### config.mk
export PLATFORM = sky130hd
export DESIGN_NAME = pfd_top
export DESIGN_NICKNAME = d
export VERILOG_FILES = /design/src/pfd_pkg.sv /design/src/pfd_core_if.sv /design/src/pfd_top.sv /design/src/pfd_core.sv
export VERILOG_INCLUDE_DIRS = /design/src /design/src/src
export SDC_FILE = /design/constraint.sdc
export NUM_CORES = 1
export LEC_CHECK = 0
export BUFFER_PORTS_ARGS = -buffer_cell sky130_fd_sc_hd__buf_2
export CAP_MARGIN = 10
export CORE_MARGIN = 4
export CORE_UTILIZATION = 28
export DETAILED_ROUTE_END_ITERATION = 7
export PLACE_DENSITY = 0.51
export SYNTH_ARGS = -nofsm -noshare
export SYNTH_HDL_FRONTEND = slang
export SYNTH_SLANG_ARGS = --single-unit
### constraint.sdc
create_clock -name ref_clk_i -period 2.2 [get_ports ref_clk_i]
set_input_delay 0.22 -clock ref_clk_i [delete_from_list [all_inputs] [get_ports ref_clk_i]]
set_output_delay 0.22 -clock ref_clk_i [all_outputs]
set_load 0.02 [all_outputs]
### src/pfd_params.svh
`ifndef PFD_PARAMS_SVH
`define PFD_PARAMS_SVH

// level that an open pulled-up input reads as
`define PFD_PULLUP_LEVEL     1'b1
// idle levels of the correction outputs
`define PFD_INC_IDLE         1'b1
`define PFD_DEC_IDLE         1'b0
// lock output level while neither correction flop is set
`define PFD_LOCK_IDLE        1'b1
// synchroniser depth for pin inputs
`define PFD_SYNC_STAGES      2

`endif

### src/pfd_pkg.sv
package pfd_pkg;

    // drive state of a tri-state charge pump output
    typedef enum logic [1:0]
    {
        PFD_PUMP_OFF    = 2'b00,
        PFD_PUMP_SOURCE = 2'b01,
        PFD_PUMP_SINK   = 2'b10
    } pfd_pump_t;

endpackage

### src/pfd_core_if.sv
`timescale 1ns/1ps

interface pfd_core_if;
    logic ref_edge;
    logic main_edge;
    logic up;
    logic down;

    modport core
    (
        input  ref_edge,
        input  main_edge,
        output up,
        output down
    );

    modport top
    (
        output ref_edge,
        output main_edge,
        input  up,
        input  down
    );
endinterface

### src/pfd_top.sv
`timescale 1ns/1ps
`include "pfd_params.svh"

// How it works
// - polarity high, main leads: increase output held high, decrease output pulses high.
// - polarity high, reference leads: decrease held low, increase output pulses low.
// - polarity low, main leads: decrease held low, increase output pulses low.
// - polarity low, reference leads: increase held high, decrease output pulses high.
// - in lock both correction outputs rest at their idle levels.
// - correction pulse width follows phase error; 180 degrees gives half duty.
// - monitor shows reference pulse when polarity high, main pulse when low.
// - an open polarity select input reads as high.
// - lock output high normally, low during any mismatch pulse.
// - lock output is the NOR of internal up and down.
// - strobe high or open: bypass pump mirrors primary pump.
// - strobe low: bypass pump floats, primary pump keeps working.
// - polarity low swaps correction outputs and primary pump direction.
// - compare only leading edges once per cycle, range minus to plus two pi.

module pfd_top
    import pfd_pkg::*;
(
    input  wire logic  ref_clk_i,
    input  wire logic  rst_n_i,
    input  wire logic  ref_div_pulse_i,
    input  wire logic  main_div_pulse_i,
    input  wire logic  polarity_select_i,
    input  wire logic  polarity_select_open_i,
    input  wire logic  latch_strobe_i,
    input  wire logic  latch_strobe_open_i,
    output logic       phase_inc_out_o,
    output logic       phase_dec_out_o,
    output logic       lock_indicator_o,
    output logic       divider_monitor_o,
    output logic       primary_pump_src_o,
    output logic       primary_pump_snk_o,
    output logic       primary_pump_oe_o,
    output logic       bypass_pump_src_o,
    output logic       bypass_pump_snk_o,
    output logic       bypass_pump_oe_o
);

    localparam int NPIN = 6;

    // pin synchronisers: 0 ref, 1 main, 2 polarity, 3 polarity open,
    // 4 strobe, 5 strobe open; the open flags are pins as well, so they are
    // synchronised before the pull-up mux instead of being muxed raw
    logic [NPIN-1:0]  pin_raw;
    logic [NPIN-1:0]  sync_q1_reg;
    logic [NPIN-1:0]  sync_q2_reg;
    logic [NPIN-1:0]  sync_q1_next;
    logic [NPIN-1:0]  sync_q2_next;
    logic             ref_last_reg;
    logic             main_last_reg;
    logic             ref_last_next;
    logic             main_last_next;
    logic             pol_eff;
    logic             strobe_eff;

    assign pin_raw[0] = ref_div_pulse_i;
    assign pin_raw[1] = main_div_pulse_i;
    assign pin_raw[2] = polarity_select_i;
    assign pin_raw[3] = polarity_select_open_i;
    assign pin_raw[4] = latch_strobe_i;
    assign pin_raw[5] = latch_strobe_open_i;

    genvar gi;
    generate
        for (gi = 0; gi < NPIN; gi++)
        begin : g_sync
            always_comb
            begin
                sync_q1_next[gi] = pin_raw[gi];
                sync_q2_next[gi] = sync_q1_reg[gi];
            end
        end
    endgenerate

    // the open flag models the internal pull-up
    assign pol_eff    = sync_q2_reg[3] ? `PFD_PULLUP_LEVEL : sync_q2_reg[2];
    assign strobe_eff = sync_q2_reg[5] ? `PFD_PULLUP_LEVEL : sync_q2_reg[4];

    always_comb
    begin
        ref_last_next  = sync_q2_reg[0];
        main_last_next = sync_q2_reg[1];
    end

    always_ff @(posedge ref_clk_i or negedge rst_n_i)
    begin
        if (!rst_n_i)
        begin
            sync_q1_reg   <= 6'h00;
            sync_q2_reg   <= 6'h00;
            ref_last_reg  <= 1'b0;
            main_last_reg <= 1'b0;
        end
        else
        begin
            sync_q1_reg   <= sync_q1_next;
            sync_q2_reg   <= sync_q2_next;
            ref_last_reg  <= ref_last_next;
            main_last_reg <= main_last_next;
        end
    end

    pfd_core_if core_bus ();

    // rising edges only: the falling edge carries no phase information
    assign core_bus.ref_edge  = sync_q2_reg[0] & ~ref_last_reg;
    assign core_bus.main_edge = sync_q2_reg[1] & ~main_last_reg;

    pfd_core u_core
    (
        .ref_clk_i (ref_clk_i),
        .rst_n_i   (rst_n_i),
        .bus       (core_bus)
    );

    logic      up_w;
    logic      down_w;
    pfd_pump_t pump_dir;

    assign up_w   = core_bus.up;
    assign down_w = core_bus.down;

    logic      inc_reg;
    logic      inc_next;
    logic      dec_reg;
    logic      dec_next;
    logic      lock_reg;
    logic      lock_next;
    logic      mon_reg;
    logic      mon_next;
    pfd_pump_t prim_reg;
    pfd_pump_t prim_next;
    pfd_pump_t byp_reg;
    pfd_pump_t byp_next;
    logic      prim_oe_reg;
    logic      prim_oe_next;
    logic      byp_oe_reg;
    logic      byp_oe_next;

    // up = reference leads (VCO too slow), down = main leads (VCO too fast)
    always_comb
    begin
        pump_dir = PFD_PUMP_OFF;
        if (up_w && !down_w)
            pump_dir = pol_eff ? PFD_PUMP_SOURCE : PFD_PUMP_SINK;
        else if (down_w && !up_w)
            pump_dir = pol_eff ? PFD_PUMP_SINK : PFD_PUMP_SOURCE;
    end

    always_comb
    begin
        inc_next = `PFD_INC_IDLE;
        dec_next = `PFD_DEC_IDLE;
        if (pol_eff)
        begin
            dec_next = down_w;
            inc_next = ~up_w;
        end
        else
        begin
            inc_next = ~down_w;
            dec_next = up_w;
        end
        // pulse width is the time a flop stays set, i.e. the phase error
        lock_next = ~(up_w | down_w);
        mon_next  = pol_eff ? sync_q2_reg[0] : sync_q2_reg[1];
        prim_next = pump_dir;
        byp_next  = strobe_eff ? pump_dir : PFD_PUMP_OFF;
        // enables are registered so every pump pin comes straight off a flop
        prim_oe_next = (pump_dir != PFD_PUMP_OFF);
        byp_oe_next  = strobe_eff && (pump_dir != PFD_PUMP_OFF);
    end

    always_ff @(posedge ref_clk_i or negedge rst_n_i)
    begin
        if (!rst_n_i)
        begin
            inc_reg  <= `PFD_INC_IDLE;
            dec_reg  <= `PFD_DEC_IDLE;
            lock_reg <= `PFD_LOCK_IDLE;
            mon_reg  <= 1'b0;
            prim_reg <= PFD_PUMP_OFF;
            byp_reg  <= PFD_PUMP_OFF;
            prim_oe_reg <= 1'b0;
            byp_oe_reg  <= 1'b0;
        end
        else
        begin
            inc_reg  <= inc_next;
            dec_reg  <= dec_next;
            lock_reg <= lock_next;
            mon_reg  <= mon_next;
            prim_reg <= prim_next;
            byp_reg  <= byp_next;
            prim_oe_reg <= prim_oe_next;
            byp_oe_reg  <= byp_oe_next;
        end
    end

    assign phase_inc_out_o    = inc_reg;
    assign phase_dec_out_o    = dec_reg;
    assign lock_indicator_o   = lock_reg;
    assign divider_monitor_o  = mon_reg;
    // the source code has only bit 0 set and the sink code only bit 1
    assign primary_pump_src_o = prim_reg[0];
    assign primary_pump_snk_o = prim_reg[1];
    assign primary_pump_oe_o  = prim_oe_reg;
    assign bypass_pump_src_o  = byp_reg[0];
    assign bypass_pump_snk_o  = byp_reg[1];
    assign bypass_pump_oe_o   = byp_oe_reg;

    a_lock_nor: assert property (@(posedge ref_clk_i) disable iff (!rst_n_i)
        ##1 lock_indicator_o == !($past(up_w) || $past(down_w)))
        else $error("lock output is not the NOR of up and down");

    a_dec_pol_hi: assert property (@(posedge ref_clk_i) disable iff (!rst_n_i)
        (pol_eff && down_w) |=> phase_dec_out_o)
        else $error("decrease output missing for main lead");

    a_inc_pol_hi: assert property (@(posedge ref_clk_i) disable iff (!rst_n_i)
        (pol_eff && up_w) |=> !phase_inc_out_o)
        else $error("increase output missing for reference lead");

    a_inc_pol_lo: assert property (@(posedge ref_clk_i) disable iff (!rst_n_i)
        (!pol_eff && down_w) |=> !phase_inc_out_o)
        else $error("swapped increase output wrong");

    a_dec_pol_lo: assert property (@(posedge ref_clk_i) disable iff (!rst_n_i)
        (!pol_eff && up_w) |=> phase_dec_out_o)
        else $error("swapped decrease output wrong");

    a_idle_levels: assert property (@(posedge ref_clk_i) disable iff (!rst_n_i)
        (!up_w && !down_w) |=> (phase_inc_out_o && !phase_dec_out_o && !primary_pump_oe_o))
        else $error("outputs not idle while locked");

    a_bypass_off: assert property (@(posedge ref_clk_i) disable iff (!rst_n_i)
        !strobe_eff |=> !bypass_pump_oe_o)
        else $error("bypass pump driven with strobe low");

    a_bypass_copy: assert property (@(posedge ref_clk_i) disable iff (!rst_n_i)
        strobe_eff |=> (bypass_pump_src_o == primary_pump_src_o
                        && bypass_pump_snk_o == primary_pump_snk_o))
        else $error("bypass pump differs from primary");

    a_pump_source: assert property (@(posedge ref_clk_i) disable iff (!rst_n_i)
        (pol_eff && up_w && !down_w) |=> primary_pump_src_o)
        else $error("primary pump not sourcing");

    a_mon_select: assert property (@(posedge ref_clk_i) disable iff (!rst_n_i)
        ##1 divider_monitor_o == ($past(pol_eff) ? $past(sync_q2_reg[0]) : $past(sync_q2_reg[1])))
        else $error("monitor shows wrong divider");

    c_ref_lead: cover property (@(posedge ref_clk_i) disable iff (!rst_n_i)
        up_w && !down_w ##1 !up_w);
    c_main_lead: cover property (@(posedge ref_clk_i) disable iff (!rst_n_i)
        down_w && !up_w ##1 !down_w);
    c_swapped: cover property (@(posedge ref_clk_i) disable iff (!rst_n_i)
        !pol_eff && down_w);
    c_bypass_live: cover property (@(posedge ref_clk_i) disable iff (!rst_n_i)
        strobe_eff && bypass_pump_oe_o);

endmodule

### src/pfd_core.sv
`timescale 1ns/1ps

module pfd_core
    import pfd_pkg::*;
(
    input  wire logic  ref_clk_i,
    input  wire logic  rst_n_i,
    pfd_core_if.core   bus
);

    logic up_reg;
    logic up_next;
    logic down_reg;
    logic down_next;

    // both flops clear in the cycle both are set; a fresh edge in that same
    // cycle re-arms its flop so no leading edge is lost
    always_comb
    begin
        up_next   = up_reg | bus.ref_edge;
        down_next = down_reg | bus.main_edge;
        if (up_reg && down_reg)
        begin
            up_next   = bus.ref_edge;
            down_next = bus.main_edge;
        end
    end

    always_ff @(posedge ref_clk_i or negedge rst_n_i)
    begin
        if (!rst_n_i)
        begin
            up_reg   <= 1'b0;
            down_reg <= 1'b0;
        end
        else
        begin
            up_reg   <= up_next;
            down_reg <= down_next;
        end
    end

    assign bus.up   = up_reg;
    assign bus.down = down_reg;

    a_both_clear: assert property (@(posedge ref_clk_i) disable iff (!rst_n_i)
        (up_reg && down_reg && !bus.ref_edge && !bus.main_edge) |=> (!up_reg && !down_reg))
        else $error("up and down not cleared together");

    a_ref_sets_up: assert property (@(posedge ref_clk_i) disable iff (!rst_n_i)
        bus.ref_edge |=> up_reg)
        else $error("reference edge did not set up");

    a_main_sets_dn: assert property (@(posedge ref_clk_i) disable iff (!rst_n_i)
        bus.main_edge |=> down_reg)
        else $error("main edge did not set down");

endmodule

==> implementation parameters <==
Parameter                              Value

Place
  Post-detailed-placement half-perimeter wirelength ... 695 um
  Port Buf Inserts ... 17
  Final GP Congestion ... about 0.68

Critical path
  Launching point of the worst reg2reg path ... u_core.bus.up
  Capture instance of the worst register-to-register path ... byp_reg[1]
  Start-to-end type of the worst setup path ... flop to flop
  Largest fanout on the critical path ... 5
  Endpoint of the most critical setup path ... byp_reg[1]
  Number of cells on the worst reg-to-reg path ... 5
  Critical path data required time ... 2.41 ns
  Worst Setup End Kind ... flop
  First element of the critical path ... u_core.bus.up
  Crit path arrival time ... between 1.5 and 2 ns
  Worst setup SP type ... flop
  Worst reg-to-reg setup slack ... roughly 0.85 ns

Synth
  Synthesized area per cell ... 16.3 um2
  Post-Synthesis Cells ... roughly 50
  Post-synthesis cell type count ... 14
  Cell area after synthesis ... 832 um2
  Yosys warning count ... 0
  Sequential cell area fraction in the yosys report ... 0.785
  Nets in the synthesized netlist ... between 60 and 70
  Flip-flop and latch count after synthesis ... 26

Global routing
  Global router's overall resource usage ... 0.0651
  Global-route wire length before repair ... 2040 um
  Overall overflow remaining after global route ... 0
  Maximum number of pins on one net before global-route repair ... 27
  Number of antenna violations at the first check in global routing ... 0
  Number of global-route vias before repair ... between 400 and 500

Timing
  Setup TNS ... 0 ns
  Worst Tran Pin Value ... 0.551 ns
  Max frequency ... roughly 0.74 GHz
  Skew final ... 0.00341 ns
  Final number of hold-violating endpoints ... 0
  Final critical path time including I/O delays and setup ... 1.35 ns
  Final setup fails ... 0
  Period utilization ... 0.612
  Pins Over Slew Limit ... 0
  Setup repair after global routing missed its margin ... no
  Headroom to the max-slew limit ... 0.632

Run status
  Outcome ... finished, final reports clean

Clock network
  Clock sink count ... 26
  Master cell of the clock root buffer ... sky130_fd_sc_hd__clkbuf_4
  Clock latency on the worst-skew pair ... 0.31 ns
  Clock buffer count from CTS ... 3
  TritonCTS clock tree ... yes
  H-tree level count ... 1
  CTS clock-pin slew for the worst setup and hold paths ... 0.13 ns
  Post-CTS Resized ... 0
  Buffer levels on the longest clock path ... 2

Layout
  Number of inserted diodes ... 0
  Most frequent cells in the layout ... sky130_fd_sc_hd__dfrtp_1, sky130_fd_sc_hd__buf_2, sky130_fd_sc_hd__dlygate4sd3_1
  Net count of the finished layout ... between 90 and 100
  Layout area overhead ... 29.6%
  Post-layout util ... 0.384
  Fraction of final layout cells with drive strength greater than 1 ... 0.329
  FILL cells ... 275
  Most common cell after layout, fill and taps aside ... sky130_fd_sc_hd__dfrtp_1

Power
  Power Density ... 1210 mW/mm2
  Post-layout total power ... around 1.3 mW
  Peak ir drop on the vdd network ... 0.514 mV
  Leakage Power ... 0.534 nW

Run
  Max-capacitance violation count ... 0

Floorplanning
  Die area ... 0.00391 mm2
  Vertical die dimension ... 62.5 um
  Initial core utilization ... 0.297
  Die Span X ... between 60 and 70 um
  Number of placement rows ... 19
  Placeable core region ... 0.00281 mm2
  Io pins ... 18

Route
  Detailed-route wire length per cell ... between 9 and 10 um
  Via count ... 436
  Final routed wirelength across all metal layers ... around 1100 um
  Final routed DRC violation total ... 0
  Number of nets with antenna violations after detailed routing ... 0
  Starting DRC count in detailed routing ... 0
  Per-cell via count in the routed design ... 3.96
  Iteration count of the initial detailed-routing pass ... 1

Min path
  Min-Delay Path Class ... flop to flop
## synthesized netlist by cell type
library cell              count  area (um2)
sky130_fd_sc_hd__nor2b_4      1        13.8
sky130_fd_sc_hd__nor2b_1      2        12.5
sky130_fd_sc_hd__dfrtp_1     24         601
sky130_fd_sc_hd__dfstp_2      2        52.6
sky130_fd_sc_hd__ha_1         4        50.1
sky130_fd_sc_hd__a21oi_1      1        5.00
sky130_fd_sc_hd__mux2_4       1        15.0
sky130_fd_sc_hd__mux2i_1      1        10.0
sky130_fd_sc_hd__nand2_1      4        15.0
sky130_fd_sc_hd__nor2_1       1        3.75
sky130_fd_sc_hd__nor2_4       1        11.3
sky130_fd_sc_hd__inv_1        4        15.0
sky130_fd_sc_hd__o21ai_0      3        15.0
sky130_fd_sc_hd__o22ai_1      2        12.5
## metal layers
layer,wire (um),global-route usage,up-vias
li1,-,-,219
met1,486,0.0723,202
met2,498,0.108,13
met3,90,0.0360,2
met4,9,0.0165,0
met5,0,0,-
## per-stage QoR
stage / area, um2 / setup slack (ns) / hold WS (ns) / instances
floorplan: 832 / 0.931 / -0.0756 / 51
CTS: 1080 / 0.837 / 0.366 / 110
global route: 1080 / 0.783 / 0.372 / 110
detailed placement: 956 / 0.849 / 0.239 / 99
finish: 1080 / 0.853 / 0.362 / 110
global placement: 956 / 0.880 / 0.232 / 99
## power breakdown
part	internal (mW)	switching (mW)	total [mW]
Combinational	0.145	0.210	0.355
Clock	0.184	0.131	0.315
Sequential	0.596	0.0403	0.636
## worst max-delay path, cell delays in order, from the launching register on
cell,delay (ns)
sky130_fd_sc_hd__dfrtp_1,0.43
sky130_fd_sc_hd__inv_1,0.10
sky130_fd_sc_hd__ha_1,0.19
sky130_fd_sc_hd__nor2b_1,0.13
sky130_fd_sc_hd__mux2_4,0.27
sky130_fd_sc_hd__nor2b_4,0.12
## area by class of cell
class / count / area (um2) / area share
Clock inverter: 1 / 30.0 / 0.0278
Timing Repair Buffer: 24 / 155 / 0.144
Clock buffer: 3 / 22.5 / 0.0209
Tap cell: 31 / 38.8 / 0.0360
Multi-Input combinational cell: 21 / 164 / 0.152
Inverter: 4 / 15.0 / 0.0139
Sequential cell: 26 / 653 / 0.606
## how the worst min path moves through the flow
| stage | slack, ns | end | cells after the start | from |
|---|---|---|---|---|
| after CTS | 0.37 | sync_q2_reg[1] | 0 | sync_q1_reg[1] |
| after global placement | 0.23 | phase_dec_out_o | 1 | rst_n_i |
| after detailed placement | 0.24 | phase_dec_out_o | 1 | rst_n_i |
| final | 0.36 | sync_q2_reg[0] | 0 | sync_q1_reg[0] |
| after floorplan | -0.08 | byp_reg[0] | 0 | rst_n_i |
| after global routing | 0.37 | sync_q2_reg[3] | 0 | sync_q1_reg[3] |
## repair_timing
action / in CTS / in global routing
setup endpoints to repair: 0 / 0
buffers inserted: 0 / 0
hold buffers: 7 / 0
hold endpoints to repair: 30 / 0
## cell families after synthesis
logic type,count (synthesis),synth area share
muxes,2,0.0301
and+or+nand+nor,9,0.0677
DFF,26,0.785
adders and majority gates,4,0.0602
buffers and inverters,4,0.0180
AOI/OAI and AO/OA,6,0.0391
Power figures use the tool's default switching activity.
